`src/sad_pkg.sv`:
```
package sad_pkg;
    // ------------------------------------------------------------
    // Widths and frame layout
    // ------------------------------------------------------------
    localparam int          RESULT_W       = 8;
    localparam int          WORD_W         = 16;
    localparam int          EDGE_W         = 5;
    localparam int          FIFO_DEPTH     = 8;
    localparam logic [4:0]  LEAD_ZEROS     = 5'h03;
    localparam logic [4:0]  EDGE_HOLD_END  = 5'h0d;
    localparam logic [4:0]  EDGE_SHDN_MIN  = 5'h02;
    localparam logic [4:0]  EDGE_SHDN_MAX  = 5'h0a;
    localparam logic [4:0]  EDGE_LAST      = 5'h10;
    localparam logic [7:0]  RESULT_RESET   = 8'h00;
    localparam logic [7:0]  SAR_TOP_BIT    = 8'h80;

    // ------------------------------------------------------------
    // Timing
    // ------------------------------------------------------------
    localparam int          CLK_PERIOD_PS  = 4000;
    localparam int          ACQ_TIME_NS    = 350;
    localparam int          ACQ_CYCLES     = (ACQ_TIME_NS * 1000 + CLK_PERIOD_PS - 1)
                                             / CLK_PERIOD_PS;

    // ------------------------------------------------------------
    // Frame states
    // ------------------------------------------------------------
    typedef enum logic [1:0] {
        SAD_IDLE   = 2'b00,
        SAD_CONV   = 2'b01,
        SAD_DONE   = 2'b11
    } sad_state_t;
endpackage

```
`src/sad_converter.sv`:
```
`timescale 1ns/10ps
// What this block does
// - Frame select falling starts conversion and transfer, enabling the data output.
// - Analog input is sampled on frame select fall; track switches to hold.
// - Serial clock edges are counted from frame select fall, first edge is one.
// - Hold phase steps the DAC code bit by bit through all eight bits, one per rising edge.
// - Hold returns to track on the thirteenth rising serial clock edge.
// - Data output released after sixteenth falling edge or frame select rise.
// - Sixteen cycles per sample; bits change on falling, captured on rising.
// - Word is three zeros, eight result bits MSB first, four zeros.
// - Host allows for an extra leading zero if select falls before rising edge.
// - Result is straight binary, step is supply over 256.
// - Frame select low enters normal mode and starts a conversion.
// - Rise from second up to before tenth falling edge enters shutdown, else stays normal.
// - Shutdown holds until frame select is next driven low.
// - Shutdown only for rises between second and tenth falling edges.
// - Rise between tenth and sixteenth falling edges aborts word, stays normal.
module sad_converter
    import sad_pkg::*;
(
    // Clock and reset
    input  wire logic                  ref_clk,
    input  wire logic                  reset_n,
    // Serial link, sampled on ref_clk
    input  wire logic                  frameSelect_n,
    input  wire logic                  serialClk,
    output logic                       serial_result_out,
    output logic                       serialOutEn,
    // Analog front end
    input  wire logic                  compGreater,
    output logic [sad_pkg::RESULT_W-1:0] dacCode,
    output logic                       trackHold,
    output logic                       shutdown,
    // Completed results
    output logic [sad_pkg::RESULT_W-1:0] resultData,
    output logic                       resultValid,
    input  wire logic                  resultReady,
    output logic                       resultDropped
);
    import sad_pkg::*;

    // ------------------------------------------------------------
    // Edge detection on the link pins
    // ------------------------------------------------------------
    logic             selPrev;
    logic             sclkPrev;
    logic             selFall;
    logic             selRise;
    logic             sclkRise;
    logic             sclkFall;

    always_comb begin
        selFall  = selPrev && !frameSelect_n;
        selRise  = !selPrev && frameSelect_n;
        sclkRise = !sclkPrev && serialClk;
        sclkFall = sclkPrev && !serialClk;
    end

    // ------------------------------------------------------------
    // Frame state and edge counters
    // ------------------------------------------------------------
    sad_state_t       state;
    sad_state_t       next_state;
    logic [EDGE_W-1:0] riseCnt;
    logic [EDGE_W-1:0] fallCnt;
    logic [EDGE_W-1:0] next_riseCnt;
    logic [EDGE_W-1:0] next_fallCnt;
    logic [RESULT_W-1:0] sar;
    logic [RESULT_W-1:0] trial;
    logic [RESULT_W-1:0] next_sar;
    logic [RESULT_W-1:0] next_trial;
    logic [RESULT_W-1:0] result;
    logic [RESULT_W-1:0] next_result;
    logic             next_trackHold;
    logic             next_shutdown;
    logic             outBit;
    logic             next_outBit;
    logic             next_outEn;
    logic             pushValid;
    logic             next_pushValid;
    logic             pushReady;

    // Bit shown after falling edge n: zeros, result MSB first, zeros
    function automatic logic wordBit(input logic [EDGE_W-1:0] n,
                                     input logic [RESULT_W-1:0] r);
        logic [EDGE_W-1:0] idx;
        idx = n - LEAD_ZEROS - 1'b1;
        if (n <= LEAD_ZEROS || idx >= EDGE_W'(RESULT_W)) begin
            return 1'b0;
        end
        return r[3'(RESULT_W - 1 - int'(idx))];
    endfunction

    always_comb begin
        next_state     = state;
        next_riseCnt   = riseCnt;
        next_fallCnt   = fallCnt;
        next_sar       = sar;
        next_trial     = trial;
        next_result    = result;
        next_trackHold = trackHold;
        next_shutdown  = shutdown;
        next_outBit    = outBit;
        next_outEn     = serialOutEn;
        // One-cycle push; a full queue drops the word rather than holding it
        next_pushValid = 1'b0;
        unique case (state)
            SAD_IDLE: begin
                if (selFall) begin
                    next_state     = SAD_CONV;
                    next_riseCnt   = '0;
                    next_fallCnt   = '0;
                    next_trackHold = 1'b1;
                    next_shutdown  = 1'b0;
                    next_outEn     = 1'b1;
                    next_outBit    = 1'b0;
                    next_sar       = RESULT_RESET;
                    next_trial     = SAR_TOP_BIT;
                end
            end
            SAD_CONV: begin
                if (selRise) begin
                    // Early rise aborts; mode depends on how far the frame got
                    next_state     = SAD_IDLE;
                    next_outEn     = 1'b0;
                    next_trackHold = 1'b0;
                    if (fallCnt >= EDGE_SHDN_MIN && fallCnt < EDGE_SHDN_MAX) begin
                        next_shutdown = 1'b1;
                    end
                end else begin
                    if (sclkRise) begin
                        next_riseCnt = riseCnt + 1'b1;
                        // One SAR decision per rising edge while bits remain
                        if (trackHold && trial != '0) begin
                            if (compGreater) begin
                                next_sar = sar | trial;
                            end
                            next_trial = trial >> 1;
                            if (trial == 8'h01) begin
                                next_result = compGreater ? (sar | trial) : sar;
                            end
                        end
                        if (riseCnt + 1'b1 == EDGE_HOLD_END) begin
                            next_trackHold = 1'b0;
                        end
                    end
                    if (sclkFall) begin
                        next_fallCnt = fallCnt + 1'b1;
                        // Live SAR bits: the final result lands after its first bit is due
                        next_outBit  = wordBit(fallCnt + 1'b1, sar);
                        if (fallCnt + 1'b1 == EDGE_LAST) begin
                            next_state     = SAD_DONE;
                            next_outEn     = 1'b0;
                            next_pushValid = 1'b1;
                        end
                    end
                end
            end
            SAD_DONE: begin
                // Extra clocks are ignored until select returns high
                if (selRise) begin
                    next_state = SAD_IDLE;
                end
            end
            default: begin
                next_state = SAD_IDLE;
            end
        endcase
    end

    always_ff @(posedge ref_clk or negedge reset_n) begin
        if (!reset_n) begin
            state       <= SAD_IDLE;
            selPrev     <= 1'b1;
            sclkPrev    <= 1'b0;
            riseCnt     <= '0;
            fallCnt     <= '0;
            sar         <= RESULT_RESET;
            trial       <= '0;
            result      <= RESULT_RESET;
            trackHold   <= 1'b0;
            shutdown    <= 1'b0;
            outBit      <= 1'b0;
            serialOutEn <= 1'b0;
            pushValid   <= 1'b0;
        end else begin
            state       <= next_state;
            selPrev     <= frameSelect_n;
            sclkPrev    <= serialClk;
            riseCnt     <= next_riseCnt;
            fallCnt     <= next_fallCnt;
            sar         <= next_sar;
            trial       <= next_trial;
            result      <= next_result;
            trackHold   <= next_trackHold;
            shutdown    <= next_shutdown;
            outBit      <= next_outBit;
            serialOutEn <= next_outEn;
            pushValid   <= next_pushValid;
        end
    end

    assign serial_result_out = outBit;
    assign dacCode           = sar | trial;
    // A full queue cannot stall the link, so an overrun is flagged instead
    assign resultDropped     = pushValid && !pushReady;

    // ------------------------------------------------------------
    // Result queue
    // ------------------------------------------------------------
    sad_fifo #(
        .WIDTH (RESULT_W),
        .DEPTH (FIFO_DEPTH)
    ) resultQueue (
        .ref_clk  (ref_clk),
        .reset_n  (reset_n),
        .inData   (result),
        .inValid  (pushValid),
        .inReady  (pushReady),
        .outData  (resultData),
        .outValid (resultValid),
        .outReady (resultReady)
    );
endmodule

```
`src/sad_fifo.sv`:
```
`timescale 1ns/10ps
module sad_fifo #(
    parameter int WIDTH = 8,
    parameter int DEPTH = 8
) (
    // Clock and reset
    input  wire logic             ref_clk,
    input  wire logic             reset_n,
    // Fill side
    input  wire logic [WIDTH-1:0] inData,
    input  wire logic             inValid,
    output logic                  inReady,
    // Drain side
    output logic      [WIDTH-1:0] outData,
    output logic                  outValid,
    input  wire logic             outReady
);
    localparam int AW = $clog2(DEPTH);

    logic [WIDTH-1:0] mem [DEPTH];
    logic [AW:0]      wrPtr;
    logic [AW:0]      rdPtr;
    logic [AW:0]      next_wrPtr;
    logic [AW:0]      next_rdPtr;
    logic             doWr;
    logic             doRd;

    assign inReady  = (wrPtr - rdPtr) != (AW+1)'(DEPTH);
    assign outValid = wrPtr != rdPtr;
    assign outData  = mem[rdPtr[AW-1:0]];

    always_comb begin
        doWr       = inValid && inReady;
        doRd       = outValid && outReady;
        next_wrPtr = doWr ? wrPtr + 1'b1 : wrPtr;
        next_rdPtr = doRd ? rdPtr + 1'b1 : rdPtr;
    end

    always_ff @(posedge ref_clk or negedge reset_n) begin
        if (!reset_n) begin
            wrPtr <= '0;
            rdPtr <= '0;
        end else begin
            wrPtr <= next_wrPtr;
            rdPtr <= next_rdPtr;
        end
    end

    // Storage has no reset; only the pointers must be defined
    always_ff @(posedge ref_clk) begin
        if (doWr) begin
            mem[wrPtr[AW-1:0]] <= inData;
        end
    end
endmodule

```
`config.mk`:
```
export PLATFORM = sky130hd
export DESIGN_NAME = sad_converter
export DESIGN_NICKNAME = d
export VERILOG_FILES = /design/src/sad_pkg.sv /design/src/sad_converter.sv /design/src/sad_fifo.sv
export SDC_FILE = /design/constraint.sdc
export NUM_CORES = 1
export LEC_CHECK = 0
export BUFFER_PORTS_ARGS = -buffer_cell sky130_fd_sc_hd__buf_2
export CAP_MARGIN = 20
export CORE_ASPECT_RATIO = 0.5
export CORE_MARGIN = 2
export CORE_UTILIZATION = 60
export CTS_CLUSTER_DIAMETER = 50
export DETAILED_ROUTE_END_ITERATION = 16
export PLACE_DENSITY_LB_ADDON = 0.08
export SLEW_MARGIN = 20
export SYNTH_ARGS = -nofsm -noshare
export SYNTH_HDL_FRONTEND = slang
export SYNTH_HIERARCHICAL = 1
export SYNTH_SLANG_ARGS = --single-unit
export TNS_END_PERCENT = 100
```
`constraint.sdc`:
```
create_clock -name ref_clk -period 3.7 [get_ports ref_clk]
set_input_delay 0.37 -clock ref_clk [delete_from_list [all_inputs] [get_ports ref_clk]]
set_output_delay 0.37 -clock ref_clk [all_outputs]
set_load 0.1 [all_outputs]
```
Word-level counts from Yosys, hierarchy flattened:

Memory sizes are Yosys's and may differ from the RTL's.
Cells that the tools add are included.

* memories kept: 1
* bits in writable memories: 64
* input bits: 6
* logic and storage cells: 131
* output and inout bits: 22
* register bits: 51

Memories
* resultQueue.mem: words 8, bits a word 8, read ports 1, clocked after memory_dff 0, wr ports 1, RTL line sad_fifo.sv:20 `logic [WIDTH-1:0] mem [DEPTH];`

* magnitude comparators: 5
* add/sub/neg operators: 8
* bitwise operators: 2
* reductions and logical operators: 26
* mux-type cells: 55
* eq/ne operators: 19

Operator list (number)
* $mux 8: 9
* $pmux 8 s2: 2
* $mux 1: 26
* $mux 5: 5
* $reduce_and 4->1: 6
* $pmux 5 s2: 2
* $ne 2x2->1 const B: 8
* $ne 3x3->1 const B: 4
* $add 5x1->5 const B: 2
* $mux 2: 5
* $reduce_and 5->1: 2
* $logic_and 1x1->1: 9
* $add 4x1->4 const B: 2
* $eq 8x1->1 const B: 1
* $or 8x8->8: 1
* $pmux 1 s2: 4
* $reduce_bool 8->1: 1
* $pmux 2 s3: 1
* $eq 5x4->1 const B: 1
* $eq 5x5->1 const B: 1
* $ge 5x2->1 const B: 1
* $ge 5x4->1 const B: 1
* $le 5x2->1 const B: 1
* $logic_not 1->1: 5
* 15 further kinds: 15

Longest topological paths before layout:

Gate-level depths: netlist of the first run.

* depth in word-level cells: 13
* mapped depth: 9

By module:

The synthesis of the first run kept the hierarchy.

By module, submodules not included
* sad_fifo: instances 1, seq. area each 2122.0 um2, cells each 167, area each 2994.1 um2
* sad_converter: instances 1, seq. area each 1077.3 um2, cells each 241, area each 2229.6 um2

Least setup slack after synthesis of the first run:

Ideal clock, no wire load.

* path type: reg2out
* start: register resultQueue.rdPtr[1]
* end: output resultDropped
* cell stages (with the launch flop): 10
* slack: 0.130 ns
* data required time: 3.330 ns
* arrival: 3.200 ns
* cell sequence: dfrtp_1 > clkbuf_1 > buf_1 > inv_1 > ha_1 > nor2b_1 > nor2_1 > o2bb2ai_1 > nand3_1 > nor2b_1

* longest elaborated chain between the ends: 4

RTL lines
* from (decl): RTL line sad_fifo.sv:22 `logic [AW:0] rdPtr;`
* from (signal assigned): RTL line sad_fifo.sv:45 `rdPtr <= next_rdPtr;`
* $sub 4x4->4: RTL line sad_fifo.sv:28 `assign inReady = (wrPtr - rdPtr) != (AW+1)'(DEPTH);`
* $ne 4x4->1: RTL line sad_fifo.sv:28
* via pushReady: RTL line sad_converter.sv:81 `logic pushReady;`
* $logic_not 1->1: RTL line sad_converter.sv:206 `assign resultDropped = pushValid && !pushReady;`
* $logic_and 1x1->1: RTL line sad_converter.sv:206
* to (decl): RTL line sad_converter.sv:38 `output logic resultDropped`

The timed path passes the listed nets, and every way through them passes these cells.

Worst setup path in the final report of the first run:

* start: register resultQueue.rdPtr[2]
* end: output resultDropped

Same word-level chain as after synthesis.

==> results.yml, run 1 <==
grt:
  first_global_vias: 3403
  antenna_found_initial: 0
  grt_pass1_wl_mm: 19.05
  grt-ovfl-total: 0
  use_met3_pct: 6.463
  track_usage_pct: 27.54
  grt_max_degree: 39
  met1_usage_pct: 40.30
  grtUsageMet2_pct: 40.74
  busiest_layer: "met2"
yosys:
  syn_area_per_cell_um2: 12.80
  ys_ff_latch: 115
  muxShareOfSynthArea_pct: 8.479
  synth_flop_cell: "edfxtp_1"
  synth_top_family_by_area: "simple AND/OR/NAND/NOR gates"
  synth_area_mm2: 0.005224
  synth_compound_gate_area_share_pct: 8.838
  synth_edf_count: 64
  yosysUniqueCellTypes: 56
  syn_nets: 424
  synth_xor_area_share_pct: 2.611
  synthAdderAreaFrac_pct: 2.395
  yosysSeqAreaShare_pct: 61.25
  synthCells: 408
  synthSimpleGateAreaFrac_pct: 14.06
  async_reset_ff_share_pct: 44.35
  yosys_warnings: 6
drt:
  drtIter0Drc: 331
  wl_mm: 11.93
  dr_total_vias: 3544
  wl_per_cell_um: 20.92
  first_pass_iters: 5
  final_antenna_net_count: 0
  via_per_inst: 6.218
  drc: 0
job:
  drv_cap: 0
setup_path:
  setup.worst_path.start_class: "flip-flop"
  worstPathRequired_ps: 3330
  crit_arrival_ps: 2820
  endpoint_kind: "output port"
  critPathKind: "flip-flop to output port"
  critPathMaxFanout: 11
place:
  portBuffers: 27
  dpl.hpwl_mm: 7.806
  placed_area_mm2: 0.005484
  place_congestion: 0.9189
  placedCellCount: 538
layout:
  multi_input_area_mm2: 0.001906
  regArea_mm2: 0.003199
  final_cells: 570
  final_area_mm2: 0.006095
  antenna-diode-count: 0
  post-route-util_pct: 74.05
  fillCellCount: 555
  fin_nets: 462
  layout-drive-gt1-share_pct: 22.93
  area_delta_synth_final_pct: 16.67
clock_network:
  clock_path_buffers: 2
  post_cts_resized: 0
  cts_sinks: 115
  cts_setup_buffers: 0
  cts_made_buffers: 17
  cts-htree-levels: 4
  insertion_delay_ps: 400
  cts_tree: "built"
  cts_root_buffer: "clkbuf_16"
  clk_pin_slew_ps: 50
floorplanning:
  std_cell_rows: 23
  start_util_pct: 63.47
  dieHeight_um: 69.98
  die-area_mm2: 0.009514
  die_w_um: 136.0
  core_region_area_mm2: 0.008230
  io_pins: 28
sta:
  rsz0062_at_grt: "no"
  period_share_pct: 86.19
  fmax_mhz: 313.6
  finClkSkew_ps: 7.103
  fin_setup_tns_ps: 0
  final_max_slew_viol_count: 0
  finalSetupViolCount: 0
  fin_crit_ps: 3189
  max_slew.worst_pin.slew_ps: 631.1
  hold_violations: 0
  slew_headroom_pct: 57.60
worst_hold_path:
  hp-class: "input pin to flip-flop"
power:
  power.density_mw_per_mm2: 713.7
  peakVddDrop_uv: 425.3
  power_leakage_nw: 2.347
  total_power_mw: 4.350
run_status:
  outcome: "completed"
power by group:
group / switching (mW) / internal [mW]
sequential: 0.148 / 1.45
clock: 0.553 / 1.11
combinational: 0.813 / 0.278
total: 1.51 / 2.84
per-stage QoR:
step	hold WS, ps	setup slack (ps)
2_1_floorplan	74.41	129.6
3_3_place_gp	268.9	798.6
3_5_place_dp	280.7	596.9
4_1_cts	98.19	508.9
5_1_grt	111.7	402.6
6_report	114.1	511.0
path summary, 6_finish.rpt:
path / startpoint / slack, ps / to / cells past startpoint
worst max-delay path: resultQueue/rdPtr[2] / 510 / resultDropped / 7
min in group asynchronous: reset_n / 390 / shutdown / 2
worst min-delay path: serialClk / 110 / sclkPrev / 1
max in group asynchronous: reset_n / 2510 / result[2] / 3
worst min register to register: serial_result_out / 500 / serial_result_out / 2
worst max register to register: resultQueue/rdPtr[2] / 780 / resultQueue/mem[3][1] / 7
final cells by class:
class,count,share of cell area (%)
multi-input cells,264,31.27
inverters,11,0.6775
well taps,112,2.299
repair buffers,37,3.490
flip-flops and latches,115,52.49
clock buffers,18,7.042
clock inverters,13,2.730
state kept, by name, summed over array words and instances (netlist names), 2 cells and up:
signal,cells
fallCnt,5
result,8
resultQueue/mem,64
resultQueue/rdPtr,4
resultQueue/wrPtr,4
riseCnt,5
sar,8
state,2
trial,8
Yosys cell counts, types with 2 or more instances:
| cell type | count | share of area (%) |
|---|---|---|
| a21oi_1 | 22 | 2.1 |
| a21oi_2 | 3 | 0.50 |
| a22o_1 | 7 | 1.2 |
| a31oi_1 | 4 | 0.48 |
| and3_1 | 4 | 0.48 |
| buf_1 | 2 | 0.14 |
| buf_2 | 3 | 0.29 |
| clkbuf_1 | 11 | 0.79 |
| dfrtp_1 | 50 | 24 |
| edfxtp_1 | 64 | 37 |
| ha_1 | 10 | 2.4 |
| inv_1 | 10 | 0.72 |
| mux2_2 | 2 | 0.43 |
| mux4_2 | 18 | 7.8 |
| nand2_1 | 57 | 4.1 |
| nand2b_1 | 5 | 0.60 |
| nand3_1 | 12 | 1.1 |
| nand3b_1 | 4 | 0.57 |
| nand4_1 | 2 | 0.24 |
| nor2_1 | 26 | 1.9 |
| nor2b_1 | 4 | 0.48 |
| nor3_1 | 5 | 0.48 |
| nor4_1 | 3 | 0.36 |
| nor4b_1 | 4 | 0.67 |
| o21ai_0 | 12 | 1.1 |
| o21ai_1 | 13 | 1.2 |
| o21bai_1 | 2 | 0.29 |
| o31ai_1 | 2 | 0.29 |
| or2_2 | 8 | 0.96 |
| or3_1 | 2 | 0.24 |
| xnor2_1 | 11 | 1.8 |
| xor2_1 | 2 | 0.34 |
worst max-delay path: stages (launching register included):
cell	delay, ps
dfrtp_1	550
clkinv_1	370
ha_1	300
xnor3_1	390
o2bb2ai_1	120
nand3_1	90
nor2b_1	140
buf_2	450
metal layers:
metal / vias to the layer above / share of wire (%)
li1: 1580 / -
met1: 1766 / 45
met2: 179 / 46
met3: 19 / 7.5
met4: 0 / 1.5
met5: - / 0
kinds of logic (layout without fill, tap and decap cells):
group / after synthesis / in the layout
and+or+nand+nor: 144 / 144
DFF: 115 / 115
AOI/OAI and AO/OA: 75 / 75
buffers and inverters: 29 / 79
muxes: 21 / 21
xor gates and xnor gates: 14 / 14
adders and majority gates: 10 / 10
cell usage in the layout, fill, tap and decap left out, types with 2 or more instances in the layout:
master	n
edfxtp_1	64
nand2_1	57
dfrtp_1	50
buf_2	27
nor2_1	26
a21oi_1	22
mux4_2	18
clkbuf_16	17
o21ai_1	13
nand3_1	12
o21ai_0	12
xnor2_1	11
inv_1	10
ha_1	10
buf_4	9
or2_2	8
a22o_1	7
clkinv_2	6
nand2b_1	5
and3_1	4
nor2b_1	4
nand3b_1	4
nor3_1	4
a31oi_1	4
nor4b_1	4
bufinv_16	4
nor4_1	3
a21oi_2	3
clkinv_1	3
o21bai_1	2
xor2_1	2
or3_1	2
o31ai_1	2
nor3_2	2
mux2_2	2
nand4_1	2
what timing repair did:
action                                  CTS  global route
hold buffers                              1             0
hold endpoints to repair                 12             0
endpoints found under the setup margin    0             0
Power figures use the tool's default switching activity.
==> run 2, diff against run 1 <==
--- a/config.mk
+++ b/config.mk
@@ -5,6 +5,7 @@
 export SDC_FILE = /design/constraint.sdc
 export NUM_CORES = 1
 export LEC_CHECK = 0
+export ABC_AREA = 1
 export BUFFER_PORTS_ARGS = -buffer_cell sky130_fd_sc_hd__buf_2
 export CAP_MARGIN = 20
 export CORE_ASPECT_RATIO = 0.5
==> results.yml, run 2 <==
run_status:
  outcome: "completed"
floorplanning:
  die-area_mm2: 0.009688
  start_util_pct: 61.56
  std_cell_rows: 24
  core_region_area_mm2: 0.008648
  dieHeight_um: 70.61
  die_w_um: 137.2
  io_pins: 28
sta:
  finClkSkew_ps: 9.867
  rsz0062_at_grt: "no"
  finalSetupViolCount: 0
  final.setup.worst_slack_ps: 544.7
  hold_ws_ps: 80.55
  fmax_mhz: 316.9
  fin_crit_ps: 3155
  fin_setup_tns_ps: 0
  period_share_pct: 85.28
  final_max_slew_viol_count: 0
  slew_headroom_pct: 52.58
  max_slew.worst_pin.slew_ps: 708.7
  hold_violations: 0
yosys:
  syn_nets: 581
  yosys_warnings: 6
  synth_flop_cell: "edfxtp_1"
  yosys-top-cells-count: "150 x nand2_1, 64 x edfxtp_1, 56 x inv_1, 56 x nor2_1, 50 x dfrtp_1"
  synth_edf_count: 64
  synthAdderAreaFrac_pct: 2.350
  ys_ff_latch: 115
  synth_area_leader_cell: "edfxtp_1"
  synth.area.top_cells: "edfxtp_1 36%, dfrtp_1 24%, nand2_1 11%"
  syn_area_per_cell_um2: 9.423
  yosysMostFrequentCell: "nand2_1"
  synth_area_mm2: 0.005324
  muxShareOfSynthArea_pct: 0
  async_reset_ff_share_pct: 44.35
  synth_top_family_by_area: "simple AND/OR/NAND/NOR gates"
  yosysUniqueCellTypes: 30
  synth_compound_gate_area_share_pct: 8.461
  synth_top_area_share_pct: 36.10
  synthSimpleGateAreaFrac_pct: 22.40
  synthCells: 565
  synth_xor_area_share_pct: 0.8226
  yosysSeqAreaShare_pct: 60.09
drt:
  final_antenna_net_count: 0
  wl_mm: 11.81
  wl_per_cell_um: 16.22
  drc: 0
  drtIter0Drc: 433
  via_per_inst: 5.604
  first_pass_iters: 6
  dr_total_vias: 4080
setup_path:
  critPathMaxFanout: 19
  crit_family: "buffers and inverters"
  endpoint_kind: "output port"
  crit_arrival_ps: 2790
  setup.worst_path.start_class: "flip-flop"
  critPathKind: "flip-flop to output port"
  slowest_stage: "dfrtp_1"
  crit_path_cell_trace: "inv_1 -> ha_1 -> nand2_1 -> nand2_1 -> inv_1 -> nand2_1 -> nand2_1 -> nand3_4 -> nor2_1 -> buf_2"
  slowest_delay_ps: 660
  cp_num_buf_inv: 3
  cp_common_cell: "nand2_1"
  worstPathRequired_ps: 3330
job:
  drv_cap: 0
power:
  internal-power_mw: 2.825
  power_leakage_nw: 2.648
  peakVddDrop_uv: 772.1
  sequentialPowerShare_pct: 30.6
  p_comb_share_pct: 37.6
  power.density_mw_per_mm2: 822.1
  switching_power_mw: 2.216
  swShare_pct: 43.96
  p_clk_share_pct: 31.9
grt:
  grt-ovfl-total: 0
  grt_pass1_wl_mm: 19.15
  track_usage_pct: 26.70
  first_global_vias: 3778
  grt_max_degree: 52
  antenna_found_initial: 0
layout:
  largest_register_ff_count: 64
  layout-drive-gt1-share_pct: 13.09
  fin_nets: 614
  antenna-diode-count: 0
  area_delta_synth_final_pct: 15.18
  layout_commonest_cell: "nand2_1"
  layout_common_cells: "150 x nand2_1, 64 x edfxtp_1, 56 x inv_1, 56 x nor2_1, 50 x dfrtp_1"
clock_network:
  insertion_delay_ps: 410
  cts_made_buffers: 17
  cts-htree-levels: 4
  cts_sinks: 115
  clock_path_buffers: 2
  cts_hold_buf: 0
  cts_tree: "built"
  cts_setup_buffers: 0
  post_cts_resized: 0
  clk_pin_slew_ps: 60
  cts_root_buffer: "clkbuf_16"
place:
  post-place-ws_ps: 881.8
  portBuffers: 27
  dpl.hpwl_mm: 7.837
  place_congestion: 0.9114
worst_hold_path:
  hp-class: "input pin to async pin"
run 2: changes by cell type after synthesis, sizes merged, moves of 10 or more:
cell and change:
xnor2 -10, nand3 +38, mux4 -18, a21oi -12, o22ai +19, nor2 +32, o21ai +26, nand2 +98
inv +51
run 2: layer usage:
layer / track usage, % / part of all wire [%] / up-vias
li1: - / - / 1966
met1: 38.21 / 47 / 1966
met2: 40.02 / 46 / 134
met3: 7.384 / 6.1 / 14
met4: 9.278 / 1.0 / 0
met5: 0 / 0 / -
run 2: path summary, 6_finish.rpt:
path | startpoint | to | slack [ps] | cells past startpoint
max in group asynchronous | reset_n | result[3] | 3180 | 2
max reg2reg | resultQueue/rdPtr[1] | resultQueue/mem[4][3] | 830 | 10
min reg2reg | serial_result_out | serial_result_out | 470 | 2
min | reset_n | fallCnt[0] | 80 | 2
min in group ref_clk | frameSelect_n | selPrev | 80 | 1
max | resultQueue/rdPtr[1] | resultDropped | 540 | 10
run 2: power groups by stage:
stage / registers, mW / logic [mW] / clock network (mW)
detailed placement: 1.56 / 1.87 / 0
global route: 1.56 / 2.04 / 1.69
CTS: 1.54 / 1.89 / 1.62
finish: 1.54 / 1.89 / 1.61
global placement: 1.56 / 1.86 / 0
floorplan: 1.61 / 1.48 / 0
run 2: kinds of logic (layout without fill, tap and decap cells):
| logic type | count (synthesis) | after routing |
|---|---|---|
| AND/OR/NAND/NOR | 275 | 275 |
| flip-flops | 115 | 115 |
| AO/OA/AOI/OAI | 83 | 83 |
| buffers and inverters | 77 | 123 |
| adder cells (fa/ha/maj) | 10 | 10 |
| XOR/XNOR | 5 | 5 |
run 2: cell type report:
cell class / count / area [um^2]
fillers: 669 / 2516
inverters: 61 / 229.0
well taps: 117 / 146.4
repair buffers: 30 / 157.7
clock inverters: 13 / 135.1
multi-input cells: 373 / 1812
flip-flops and latches: 115 / 3199
clock buffers: 19 / 452.9
run 2: through the flow:
stage	util [%]	total power, mW	instance area (um^2)	cells
after floorplan	-	3.094	5324	565
after global placement	64.11	3.416	5544	696
after detailed placement	64.11	3.432	5544	696
after CTS	70.91	5.043	6132	728
after global routing	70.91	5.283	6132	728
final	70.91	5.041	6132	728
